## src/ledpi_defs.svh

```systemverilog
// constants for the led current pi regulator
`ifndef LEDPI_DEFS_SVH
`define LEDPI_DEFS_SVH
`define LEDPI_ADDR_CTRL    6'h00
`define LEDPI_ADDR_THRESH  6'h04
`define LEDPI_ADDR_TGT0    6'h08
`define LEDPI_ADDR_TGT1    6'h0C
`define LEDPI_ADDR_TGT2    6'h10
`define LEDPI_ADDR_STATUS  6'h14
`define LEDPI_ADDR_DUTY0   6'h18
`define LEDPI_ADDR_DUTY1   6'h1C
`define LEDPI_ADDR_DUTY2   6'h20
`define LEDPI_CTRL_EN      0
`define LEDPI_ST_OC_LSB    0
`define LEDPI_ST_BUSY      4
`define LEDPI_ST_CH_LSB    8
`define LEDPI_RST_THRESH   13'h1FFF
`define LEDPI_COEF_A1      32'sh000000B9
`define LEDPI_COEF_A2      32'sh00000020
`define LEDPI_DUTY_MAX     24'hFFF000
`define LEDPI_FB_SHIFT     6
`define LEDPI_FB_MASK      16'h03FE
`define LEDPI_TGT_SHIFT    3
`define LEDPI_OUT_SHIFT    8
`define LEDPI_SETTLE_LAST  5'h13
`define LEDPI_LAST_CH      2'h2
`endif

```

## src/ledpi_pkg.sv

```systemverilog
// types of the led current pi regulator
package ledpi_pkg;
   typedef enum logic [5:0] {
      LEDPI_IDLE   = 6'h01,
      LEDPI_SETTLE = 6'h02,
      LEDPI_CONV   = 6'h04,
      LEDPI_WAITC  = 6'h08,
      LEDPI_CALC   = 6'h10,
      LEDPI_LOAD   = 6'h20
   } ledpi_state_e_t;

   typedef struct packed {
      logic [5:0]  addr;
      logic [31:0] wdata;
      logic        wr;
      logic        rd;
   } ledpi_bus_t;

   typedef struct packed {
      logic [1:0]  channel;
      logic [15:0] duty;
      logic        trigger;
   } ledpi_pwm_t;

   typedef struct packed {
      ledpi_state_e_t    state;
      logic [1:0]        ch;
      logic [4:0]        cnt;
      logic              enable;
      logic [12:0]       thresh;
      logic [2:0][9:0]   tgt;
      logic [2:0]        oc;
      logic [2:0]        first_done;
      logic [2:0][9:0]   offset;
      logic [2:0][9:0]   fb_old;
      logic [2:0][23:0]  duty;
      logic [9:0]        fb;
      logic              tick_d;
      logic [31:0]       rdata;
      ledpi_pwm_t        pwm;
   } ledpi_core_t;
endpackage : ledpi_pkg

```

## src/ledpi_sync.sv

```systemverilog
// two flip-flop synchroniser for the interval tick pin
`timescale 1ns/1ps
module ledpi_sync import ledpi_pkg::*; (
   input  wire logic clock,
   input  wire logic rst_b,
   input  wire logic async_in,
   output logic      sync_out
);
   logic [1:0] s_reg;
   logic [1:0] s_next;

   // stage one feeds stage two only
   always_comb begin
      s_next = {s_reg[0], async_in};
   end

   always_ff @(posedge clock or negedge rst_b) begin
      if (!rst_b) begin
         s_reg <= 2'h0;
      end else begin
         s_reg <= s_next;
      end
   end

   assign sync_out = s_reg[1];
endmodule : ledpi_sync

```

## src/ledpi_duty_step.sv

```systemverilog
// clamped duty accumulator step
`timescale 1ns/1ps
`include "ledpi_defs.svh"
module ledpi_duty_step import ledpi_pkg::*; (
   input  wire logic [23:0]        duty_prev,
   input  wire logic signed [31:0] err_sum,
   input  wire logic               tgt_zero,
   output logic [23:0]             duty_next
);
   logic signed [33:0] sum;

   // add the correction, pin to max or zero at the ends
   always_comb begin
      sum = $signed({10'h000, duty_prev}) + 34'(err_sum);
      if (err_sum > 32'sh0) begin
         if (sum > $signed({10'h000, `LEDPI_DUTY_MAX})) begin
            duty_next = `LEDPI_DUTY_MAX;
         end else begin
            duty_next = sum[23:0];
         end
      end else if (err_sum < 32'sh0) begin
         if (sum > 34'sh0) begin
            duty_next = sum[23:0];
         end else begin
            duty_next = 24'h000000;
         end
      end else if (tgt_zero) begin
         duty_next = 24'h000000;
      end else begin
         duty_next = duty_prev;
      end
   end
endmodule : ledpi_duty_step

```

## src/ledpi_regulator.sv

```systemverilog
// led current pi regulator core with register port
//
// Design decisions made here: the register addresses and the plain strobed port.
`timescale 1ns/1ps
`include "ledpi_defs.svh"
module ledpi_regulator import ledpi_pkg::*; (
   input  wire logic        clock,
   input  wire logic        rst_b,
   input  wire ledpi_bus_t  bus_req,
   output logic [31:0]      bus_rdata,
   input  wire logic        interval_tick,
   output logic             amplifier_enable,
   output logic [1:0]       amplifier_input_select,
   output logic             conv_start,
   input  wire logic        conv_done,
   input  wire logic [15:0] conversion_result,
   output ledpi_pwm_t       pwm_out
);
   ledpi_core_t        s_reg;
   ledpi_core_t        s_next;
   logic               tick_sync;
   logic [23:0]        duty_next;
   logic [9:0]         off_use;
   logic signed [31:0] tgt8;
   logic signed [31:0] corr_now;
   logic signed [31:0] corr_prev;
   logic signed [31:0] err_sum;
   logic               oc_hit;
   logic [15:0]        fb_raw;

   // target register index from a bus address, 3 when none
   function automatic logic [1:0] tgt_idx(input logic [5:0] a);
      unique case (a)
         `LEDPI_ADDR_TGT0: tgt_idx = 2'h0;
         `LEDPI_ADDR_TGT1: tgt_idx = 2'h1;
         `LEDPI_ADDR_TGT2: tgt_idx = 2'h2;
         default:          tgt_idx = 2'h3;
      endcase
   endfunction : tgt_idx

   ledpi_sync u_tick_sync (
      .clock    (clock),
      .rst_b    (rst_b),
      .async_in (interval_tick),
      .sync_out (tick_sync)
   );

   // measurement, offset handling and pi error terms
   always_comb begin
      fb_raw = conversion_result >> `LEDPI_FB_SHIFT;
      fb_raw = fb_raw & `LEDPI_FB_MASK;
      tgt8 = $signed({19'h0, s_reg.tgt[s_reg.ch], 3'h0});
      // the first update has no offset yet: its own sample stands in
      off_use = s_reg.first_done[s_reg.ch] ? s_reg.offset[s_reg.ch]
                                           : s_reg.fb;
      corr_prev = $signed({22'h0, s_reg.fb_old[s_reg.ch]})
                - $signed({22'h0, s_reg.offset[s_reg.ch]});
      corr_now = $signed({22'h0, s_reg.fb})
               - $signed({22'h0, off_use});
      oc_hit = corr_now >= $signed({19'h0, s_reg.thresh});
      // fixed coefficients scaled by 256; the older term is added too
      err_sum = `LEDPI_COEF_A2 * (tgt8 - corr_prev)
              + `LEDPI_COEF_A1 * (tgt8 - corr_now);
   end

   ledpi_duty_step u_duty_step (
      .duty_prev (s_reg.duty[s_reg.ch]),
      .err_sum   (err_sum),
      .tgt_zero  (s_reg.tgt[s_reg.ch] == 10'h000),
      .duty_next (duty_next)
   );

   // sequencer, bus slave and per-channel state
   always_comb begin
      s_next = s_reg;
      // one-cycle outputs fall back unless set below
      s_next.tick_d = tick_sync;
      s_next.pwm.trigger = 1'b0;
      s_next.rdata = 32'h0;
      // register writes
      if (bus_req.wr) begin
         if (bus_req.addr == `LEDPI_ADDR_CTRL) begin
            s_next.enable = bus_req.wdata[`LEDPI_CTRL_EN];
         end
         if (bus_req.addr == `LEDPI_ADDR_THRESH) begin
            s_next.thresh = bus_req.wdata[12:0];
         end
         if (tgt_idx(bus_req.addr) != 2'h3) begin
            s_next.tgt[tgt_idx(bus_req.addr)] = bus_req.wdata[9:0];
         end
         if (bus_req.addr == `LEDPI_ADDR_STATUS) begin
            s_next.oc = s_reg.oc & ~bus_req.wdata[2:0];  // write 1 clears
         end
      end
      // register reads, answered next cycle
      if (bus_req.rd) begin
         if (tgt_idx(bus_req.addr) != 2'h3) begin
            s_next.rdata = {22'h0, s_reg.tgt[tgt_idx(bus_req.addr)]};
         end else begin
            unique case (bus_req.addr)
               `LEDPI_ADDR_CTRL:   s_next.rdata = {31'h0, s_reg.enable};
               `LEDPI_ADDR_THRESH: s_next.rdata = {19'h0, s_reg.thresh};
               `LEDPI_ADDR_STATUS: begin
                  s_next.rdata[`LEDPI_ST_OC_LSB +: 3] = s_reg.oc;
                  s_next.rdata[`LEDPI_ST_BUSY] =
                     s_reg.state != LEDPI_IDLE;
                  s_next.rdata[`LEDPI_ST_CH_LSB +: 2] = s_reg.ch;
               end
               `LEDPI_ADDR_DUTY0: s_next.rdata = {8'h0, s_reg.duty[0]};
               `LEDPI_ADDR_DUTY1: s_next.rdata = {8'h0, s_reg.duty[1]};
               `LEDPI_ADDR_DUTY2: s_next.rdata = {8'h0, s_reg.duty[2]};
               default:           s_next.rdata = 32'h0;
            endcase
         end
      end
      // update sequence
      unique case (s_reg.state)
         LEDPI_IDLE: begin
            // edges that arrive during an update are dropped here
            if (tick_sync && !s_reg.tick_d && s_reg.enable) begin
               s_next.state = LEDPI_SETTLE;
               s_next.cnt = 5'h00;
            end
         end
         LEDPI_SETTLE: begin
            if (s_reg.cnt == `LEDPI_SETTLE_LAST) begin
               s_next.state = LEDPI_CONV;
            end else begin
               s_next.cnt = s_reg.cnt + 5'h01;
            end
         end
         LEDPI_CONV: begin
            s_next.state = LEDPI_WAITC;
         end
         LEDPI_WAITC: begin
            // the result is valid only in the done cycle
            if (conv_done) begin
               s_next.fb = fb_raw[9:0];
               s_next.state = LEDPI_CALC;
            end
         end
         LEDPI_CALC: begin
            if (!s_reg.first_done[s_reg.ch]) begin
               s_next.offset[s_reg.ch] = s_reg.fb;
               s_next.first_done[s_reg.ch] = 1'b1;
            end
            // previous term used the offset held before this update
            s_next.pwm.channel = s_reg.ch;
            if (oc_hit) begin
               s_next.pwm.duty = 16'h0000;
               s_next.oc[s_reg.ch] = 1'b1;         // set beats clear
            end else begin
               s_next.duty[s_reg.ch] = duty_next;
               s_next.pwm.duty =
                  16'(duty_next >> `LEDPI_OUT_SHIFT);
            end
            s_next.pwm.trigger = 1'b1;
            s_next.state = LEDPI_LOAD;
         end
         LEDPI_LOAD: begin
            // raw value kept; the offset comes off again when used
            s_next.fb_old[s_reg.ch] = s_reg.fb;
            s_next.ch = (s_reg.ch == `LEDPI_LAST_CH) ? 2'h0
                      : s_reg.ch + 2'h1;
            s_next.state = LEDPI_IDLE;
         end
         default: begin
            s_next.state = LEDPI_IDLE;
         end
      endcase
   end

   // state register
   always_ff @(posedge clock or negedge rst_b) begin
      if (!rst_b) begin
         s_reg <= '0;
         s_reg.state <= LEDPI_IDLE;
         // threshold starts at its top so nothing trips early
         s_reg.thresh <= `LEDPI_RST_THRESH;
      end else begin
         s_reg <= s_next;
      end
   end

   // outputs
   assign bus_rdata = s_reg.rdata;
   assign amplifier_enable = (s_reg.state != LEDPI_IDLE);
   assign amplifier_input_select = s_reg.ch;
   assign conv_start = (s_reg.state == LEDPI_CONV);
   assign pwm_out = s_reg.pwm;
endmodule : ledpi_regulator

```

## config.mk

```make
export PLATFORM = sky130hd
export DESIGN_NAME = ledpi_regulator
export DESIGN_NICKNAME = d
export VERILOG_FILES = /design/src/ledpi_pkg.sv /design/src/ledpi_sync.sv /design/src/ledpi_duty_step.sv /design/src/ledpi_regulator.sv
export VERILOG_INCLUDE_DIRS = /design/src
export SDC_FILE = /design/constraint.sdc
export NUM_CORES = 1
export LEC_CHECK = 0
export ABC_AREA = 1
export BUFFER_PORTS_ARGS = -buffer_cell sky130_fd_sc_hd__buf_2
export CAP_MARGIN = 10
export CORE_ASPECT_RATIO = 1.5
export CORE_UTILIZATION = 40
export DETAILED_ROUTE_END_ITERATION = 10
export PLACE_DENSITY = 0.54
export SYNTH_ARGS = -nofsm -noshare
export SYNTH_HDL_FRONTEND = slang
export SYNTH_SLANG_ARGS = --single-unit
```

## constraint.sdc

```tcl
create_clock -name clock -period 15 [get_ports clock]
set_input_delay 0.75 -clock clock [delete_from_list [all_inputs] [get_ports clock]]
set_output_delay 0.75 -clock clock [all_outputs]
set_load 0.01 [all_outputs]
```

==> results of run 1 <==
-- critical path: cells and delay by family, from the launching register on --
family,cells,cell delay [ns]
adder cells (fa/ha/maj),9,3.74
XOR/XNOR,3,1.20
buffers and inverters,8,1.05
AND/OR/NAND/NOR,24,3.18
AO/OA/AOI/OAI,17,2.62
flip-flops,1,0.88
-- metrics by stage --
step / utilization, % / setup slack [ns] / cells
after floorplan: - / 4.62 / 2646
after CTS: 43.7 / 2.17 / 3265
after detailed placement: 41.6 / 2.23 / 3214
after global placement: 41.6 / 2.28 / 3214
after global routing: 43.7 / 1.02 / 3265
final: 43.7 / 2.19 / 3265
-- layout make-up --
class	instances	area, µm²	area share, %
repair buffers	93	508	2.45
clock buffers	42	823	3.97
clock inverters	9	178	0.857
inverters	391	1470	7.08
multi-input cells	1886	10900	52.5
flip-flops and latches	244	6120	29.5
well taps	600	751	3.62
-- kinds of logic (layout without fill, tap and decap cells) --
group                      after synthesis  count (layout)  synth area share (%)
and+or+nand+nor                       1226            1226                  26.9
buffers and inverters                  516             535                  11.5
AOI/OAI and AO/OA                      399             399                  12.3
DFF                                    244             244                  31.9
adders and majority gates              189             189                  14.3
xor gates and xnor gates                64              64                  3.06
other                                    1               8                0.0195
-- Yosys cell counts, types with 6 or more instances --
library cell / n
sky130_fd_sc_hd__xor2_1: 42
sky130_fd_sc_hd__buf_6: 6
sky130_fd_sc_hd__nor3_1: 12
sky130_fd_sc_hd__o21bai_1: 10
sky130_fd_sc_hd__dfstp_2: 14
sky130_fd_sc_hd__nand2_1: 878
sky130_fd_sc_hd__o221ai_1: 16
sky130_fd_sc_hd__nand2_2: 18
sky130_fd_sc_hd__inv_1: 363
sky130_fd_sc_hd__nand3_1: 99
sky130_fd_sc_hd__ha_1: 138
sky130_fd_sc_hd__a22oi_1: 20
sky130_fd_sc_hd__o21a_1: 7
sky130_fd_sc_hd__nor2_4: 6
sky130_fd_sc_hd__nand3_2: 20
sky130_fd_sc_hd__a211oi_1: 8
sky130_fd_sc_hd__clkinv_1: 6
sky130_fd_sc_hd__nor2_1: 121
sky130_fd_sc_hd__a221oi_1: 10
sky130_fd_sc_hd__fa_1: 51
sky130_fd_sc_hd__nor4_1: 6
sky130_fd_sc_hd__buf_2: 23
sky130_fd_sc_hd__o22ai_1: 6
sky130_fd_sc_hd__nor2_2: 7
sky130_fd_sc_hd__xnor2_1: 20
sky130_fd_sc_hd__a22o_1: 7
sky130_fd_sc_hd__inv_2: 22
sky130_fd_sc_hd__a21oi_1: 90
sky130_fd_sc_hd__o21ai_0: 187
sky130_fd_sc_hd__clkbuf_1: 38
sky130_fd_sc_hd__nand4_1: 42
sky130_fd_sc_hd__buf_4: 54
sky130_fd_sc_hd__dfrtp_1: 230
-- per-layer routing --
layer	vias to the layer above	global-route usage, %	wire length (µm)
li1	8367	-	-
met1	8031	27.5	23000
met2	429	45.3	31000
met5	-	0	0
met4	0	10.3	2430
met3	94	2.09	2130
-- path summary, 6_finish.rpt --
kind	startpoint	to	slack, ns	depth (start not counted)
hold / removal	rst_b	s_reg[122]	0.22	1
min in group clock	interval_tick	u_tick_sync.s_reg[0]	0.27	1
setup reg to reg	amplifier_input_select[0]	pwm_out[2]	2.19	61
hold reg to reg	u_tick_sync.s_reg[0]	u_tick_sync.s_reg[1]	0.35	0
setup / recovery	amplifier_input_select[0]	pwm_out[2]	2.19	61
max in group asynchronous	rst_b	s_reg[162]	13.24	2
==> flow_metrics.py, run 1 <==
metrics = {
    "cells_and_area": {
        "final.fill_count": 4857,
        "largest_register_ffs": 197,
        "post_route_cells_drive_above_1_share_pct": 9.12,
        "final_layout_net_count": 2893,
        "layout_common_cells": "878 x sky130_fd_sc_hd__nand2_1, 363 x sky130_fd_sc_hd__inv_1, 230 x sky130_fd_sc_hd__dfrtp_1, 187 x sky130_fd_sc_hd__o21ai_0, 138 x sky130_fd_sc_hd__ha_1",
        "area_added_between_synthesis_and_finish_pct": 8.06,
        "fin_area_mm2": 0.0207,
        "num_antenna_cells": 0,
        "most_common_cell_after_layout_fill_and_taps_aside": "sky130_fd_sc_hd__nand2_1",
    },
    "critical_path": {
        "timing.critical_path.from_type": "flop",
        "crit_arrival_ns": 13.29,
        "timing.critical_path.mode_cell": "sky130_fd_sc_hd__nand2_1",
        "critical_path_peak_fanout": 24,
        "setup.worst_path.end_class": "flop",
        "criticalPathCategory": "flop to flop",
        "crit_path_max_incr_delay_ns": 0.88,
        "critical-path-slowest-cell": "sky130_fd_sc_hd__dfrtp_1",
        "critical_path_required_ns": 15.47,
    },
    "clock_tree": {
        "clkLatencyLatePin_ns": 0.59,
        "clock_tree.buffer_depth": 3,
        "num_cts_buffers": 28,
        "cts.htree.levels": 1,
        "cts_resized": 0,
        "cts-hold-fix-buffers": 0,
        "tritoncts_clock_tree": "yes",
        "cts.root.buffer_cell": "sky130_fd_sc_hd__clkbuf_16",
        "clk_pin_slew_worst_paths_ns": 0.06,
        "cts.sink_count": 244,
        "cts_post_setup_buffers_inserted": 0,
    },
    "run": {
        "max_cap_viol_count": 0,
    },
    "detailed_routing": {
        "wl_per_cell_um": 17.9,
        "via_count": 16921,
        "via_per_inst": 5.18,
        "ant_nets": 0,
        "drc_errors": 0,
        "wl_mm": 58.5,
        "dr.first_iter.drc_count": 1042,
        "detailedRoute.firstPassIterationCount": 5,
    },
    "yosys": {
        "yosysTopAreaCellShare_pct": 30.0,
        "synth_area_mm2": 0.0192,
        "dominantRegCellSynth": "sky130_fd_sc_hd__dfrtp_1",
        "syn_area_per_cell_um2": 7.27,
        "synth_seq_cells": 244,
        "yosys.cell_types.count": 60,
        "synth_warnings": 0,
        "netlist_top_cells_area": "sky130_fd_sc_hd__dfrtp_1 30%, sky130_fd_sc_hd__nand2_1 17%, sky130_fd_sc_hd__ha_1 9.0%",
        "synth_enable_flop_cells": 0,
        "netlist_instances": 2639,
        "post-synth-top-area-cell": "sky130_fd_sc_hd__dfrtp_1",
        "yosysSeqAreaShare_pct": 31.9,
        "postSynth.asyncResetShare_pct": 100,
    },
    "place": {
        "postPlaceCellArea_mm2": 0.0197,
        "place_congestion": 0.914,
        "buffer_ports.inserted": 80,
        "hpwlAfterDp_mm": 44.5,
    },
    "timing": {
        "rsz0062_at_grt": "no",
        "fin_worst_skew_ns": 0.0242,
        "setup_viol_count_final": 0,
        "tightest_slew_ns": 1.15,
        "relSlewSlack_pct": 23.1,
        "number_of_max_slew_violations_in_the_final_report": 0,
        "timing.hold.ws_ns": 0.222,
        "final_period_minus_worst_setup_slack_ns": 12.81,
        "timing.final.crit_share_pct": 85.4,
        "final-hold-violation-count": 0,
        "max_clock_freq_mhz": 78.0,
        "setup_total_negative_slack_ns": 0,
    },
    "global_routing": {
        "maximum_number_of_pins_on_one_net_before_global_route_repair": 119,
        "grt_overflow_total": 0,
        "grt_first_pass_wirelength_mm": 92.4,
        "grt_pass1_vias": 16759,
        "number_of_antenna_violations_at_the_first_check_in_global_routing": 0,
        "grt_use_total_pct": 24.1,
    },
    "floorplanning": {
        "core-area_mm2": 0.0475,
        "dieArea_mm2": 0.0489,
        "pin_count": 115,
        "floorplan.initialDensity_pct": 40.4,
        "placement_rows": 98,
        "die-height_um": 270,
        "die_w_um": 181,
    },
    "run_status": {
        "run_status": "finished, final reports clean",
    },
    "worst_hold_path": {
        "worstHoldPathType": "input port to asynchronous set/reset pin",
    },
}
Power of run 1 is left out: the tool's default activity adds up to more than one toggle a clock period on the data nets, which glitch-free logic cannot reach.
==> run 2, diff against run 1 <==
--- a/config.mk
+++ b/config.mk
@@ -9,10 +9,12 @@
 export ABC_AREA = 1
 export BUFFER_PORTS_ARGS = -buffer_cell sky130_fd_sc_hd__buf_2
 export CAP_MARGIN = 10
+export CELL_PAD_IN_SITES_DETAIL_PLACEMENT = 0
+export CELL_PAD_IN_SITES_GLOBAL_PLACEMENT = 1
 export CORE_ASPECT_RATIO = 1.5
 export CORE_UTILIZATION = 40
 export DETAILED_ROUTE_END_ITERATION = 10
-export PLACE_DENSITY = 0.54
+export PLACE_DENSITY = 0.7
 export SYNTH_ARGS = -nofsm -noshare
 export SYNTH_HDL_FRONTEND = slang
 export SYNTH_SLANG_ARGS = --single-unit
==> flow_metrics.py, run 2 (same netlist as run 1, synthesis figures left out) <==
metrics = {
    "floorplanning": {
        "placement_rows": 98,
        "core-area_mm2": 0.0475,
        "die-height_um": 270,
        "die_w_um": 181,
        "floorplan.initialDensity_pct": 40.4,
        "dieArea_mm2": 0.0489,
        "pin_count": 115,
    },
    "clock_tree": {
        "clock_tree.buffer_depth": 3,
        "cts_resized": 0,
        "num_cts_buffers": 28,
        "cts_post_setup_buffers_inserted": 0,
        "cts.htree.levels": 1,
        "cts-hold-fix-buffers": 0,
        "tritoncts_clock_tree": "yes",
        "cts.root.buffer_cell": "sky130_fd_sc_hd__clkbuf_16",
        "clkLatencyLatePin_ns": 0.58,
        "cts.sink_count": 244,
        "clk_pin_slew_worst_paths_ns": 0.07,
    },
    "cells_and_area": {
        "fin_cells": 3265,
        "final_layout_net_count": 2892,
        "area_added_between_synthesis_and_finish_pct": 7.83,
        "finalCoreUtilization_pct": 43.6,
        "layout_common_cells": "878 x sky130_fd_sc_hd__nand2_1, 363 x sky130_fd_sc_hd__inv_1, 230 x sky130_fd_sc_hd__dfrtp_1, 187 x sky130_fd_sc_hd__o21ai_0, 138 x sky130_fd_sc_hd__ha_1",
        "num_antenna_cells": 0,
        "most_common_cell_after_layout_fill_and_taps_aside": "sky130_fd_sc_hd__nand2_1",
        "largest_register_ffs": 197,
        "post_route_cells_drive_above_1_share_pct": 9.12,
    },
    "detailed_routing": {
        "wl_per_cell_um": 18.2,
        "drc_errors": 0,
        "via_count": 16806,
        "wl_mm": 59.4,
        "dr.first_iter.drc_count": 1053,
        "via_per_inst": 5.15,
        "detailedRoute.firstPassIterationCount": 7,
        "ant_nets": 0,
    },
    "critical_path": {
        "criticalPathCategory": "flop to flop",
        "r2r_setup_slack_ns": 1.74,
        "crit_reg_reg_endpoint": "s_reg[94]",
        "timing.critical_path.mode_cell": "sky130_fd_sc_hd__nand2_1",
        "startpoint": "amplifier_input_select[0]",
        "rr_worst_depth": 63,
        "regToRegStartpoint": "amplifier_input_select[0]",
        "crit_arrival_ns": 13.72,
        "timing.critical_path.from_type": "flop",
        "setup.worst_path.end_class": "flop",
        "critical_path_required_ns": 15.47,
        "critical_path_peak_fanout": 40,
        "crit_end": "s_reg[94]",
        "critical-path-slowest-cell": "sky130_fd_sc_hd__dfrtp_1",
        "crit_path_max_incr_delay_ns": 0.88,
    },
    "run": {
        "max_cap_viol_count": 0,
    },
    "timing": {
        "final_period_minus_worst_setup_slack_ns": 13.26,
        "timing.hold.ws_ns": 0.209,
        "number_of_max_slew_violations_in_the_final_report": 0,
        "max_clock_freq_mhz": 75.4,
        "rsz0062_at_grt": "no",
        "relSlewSlack_pct": 28.1,
        "timing.final.crit_share_pct": 88.4,
        "final-hold-violation-count": 0,
        "setup_viol_count_final": 0,
        "tightest_slew_ns": 1.07,
        "fin_worst_skew_ns": 0.0226,
        "setup_total_negative_slack_ns": 0,
    },
    "place": {
        "hpwlAfterDp_mm": 45.2,
        "place_congestion": 0.878,
        "buffer_ports.inserted": 80,
        "place_inst": 3213,
    },
    "global_routing": {
        "grt_use_total_pct": 24.5,
        "maximum_number_of_pins_on_one_net_before_global_route_repair": 107,
        "grt_pass1_vias": 17022,
        "grt_overflow_total": 0,
        "grt_first_pass_wirelength_mm": 93.4,
        "number_of_antenna_violations_at_the_first_check_in_global_routing": 0,
    },
    "worst_hold_path": {
        "worstHoldPathType": "input port to asynchronous set/reset pin",
    },
    "run_status": {
        "run_status": "finished, final reports clean",
    },
}
[run 2: worst min-delay path by stage]
stage | depth (start not counted) | from | end | slack (ns)
after global placement | 0 | u_tick_sync.s_reg[0] | u_tick_sync.s_reg[1] | 0.33
final | 1 | rst_b | s_reg[101] | 0.21
after detailed placement | 0 | u_tick_sync.s_reg[0] | u_tick_sync.s_reg[1] | 0.33
after global routing | 1 | interval_tick | u_tick_sync.s_reg[0] | 0.25
after floorplan | 0 | u_tick_sync.s_reg[0] | u_tick_sync.s_reg[1] | 0.33
after CTS | 1 | rst_b | s_reg[101] | 0.25
[run 2: area by class of cell]
class | count | area [µm²]
fillers | 4924 | 26800
well taps | 600 | 751
clock buffers | 40 | 796
clock inverters | 12 | 168
multi-input cells | 1886 | 10900
inverters | 391 | 1470
flip-flops and latches | 244 | 6120
repair buffers | 92 | 500
[run 2: routing by layer]
layer / vias to the layer above / GRT usage (%) / share of wire (%)
met5: - / 0 / 0
met2: 359 / 47.5 / 54
met3: 108 / 2.01 / 3.3
li1: 8377 / - / -
met4: 0 / 9.81 / 4.2
met1: 7962 / 27.2 / 39
[run 2: metrics by stage]
step | setup WS [ns] | area [µm²]
final | 1.74 | 20700
after global routing | 0.543 | 20700
after CTS | 1.73 | 20700
after detailed placement | 1.76 | 19700
after global placement | 1.83 | 19700
after floorplan | 4.62 | 19200
[run 2: worst max-delay path: cells and delay by family (launching register included)]
family          cells  cell delay [ns]
fa+ha+maj           9             3.77
simple gates       27             3.38
compound gates     15             2.35
buf+inv             9             1.52
xor+xnor            3             1.19
flops               1             0.88
Power of run 2 is left out for the same reason.
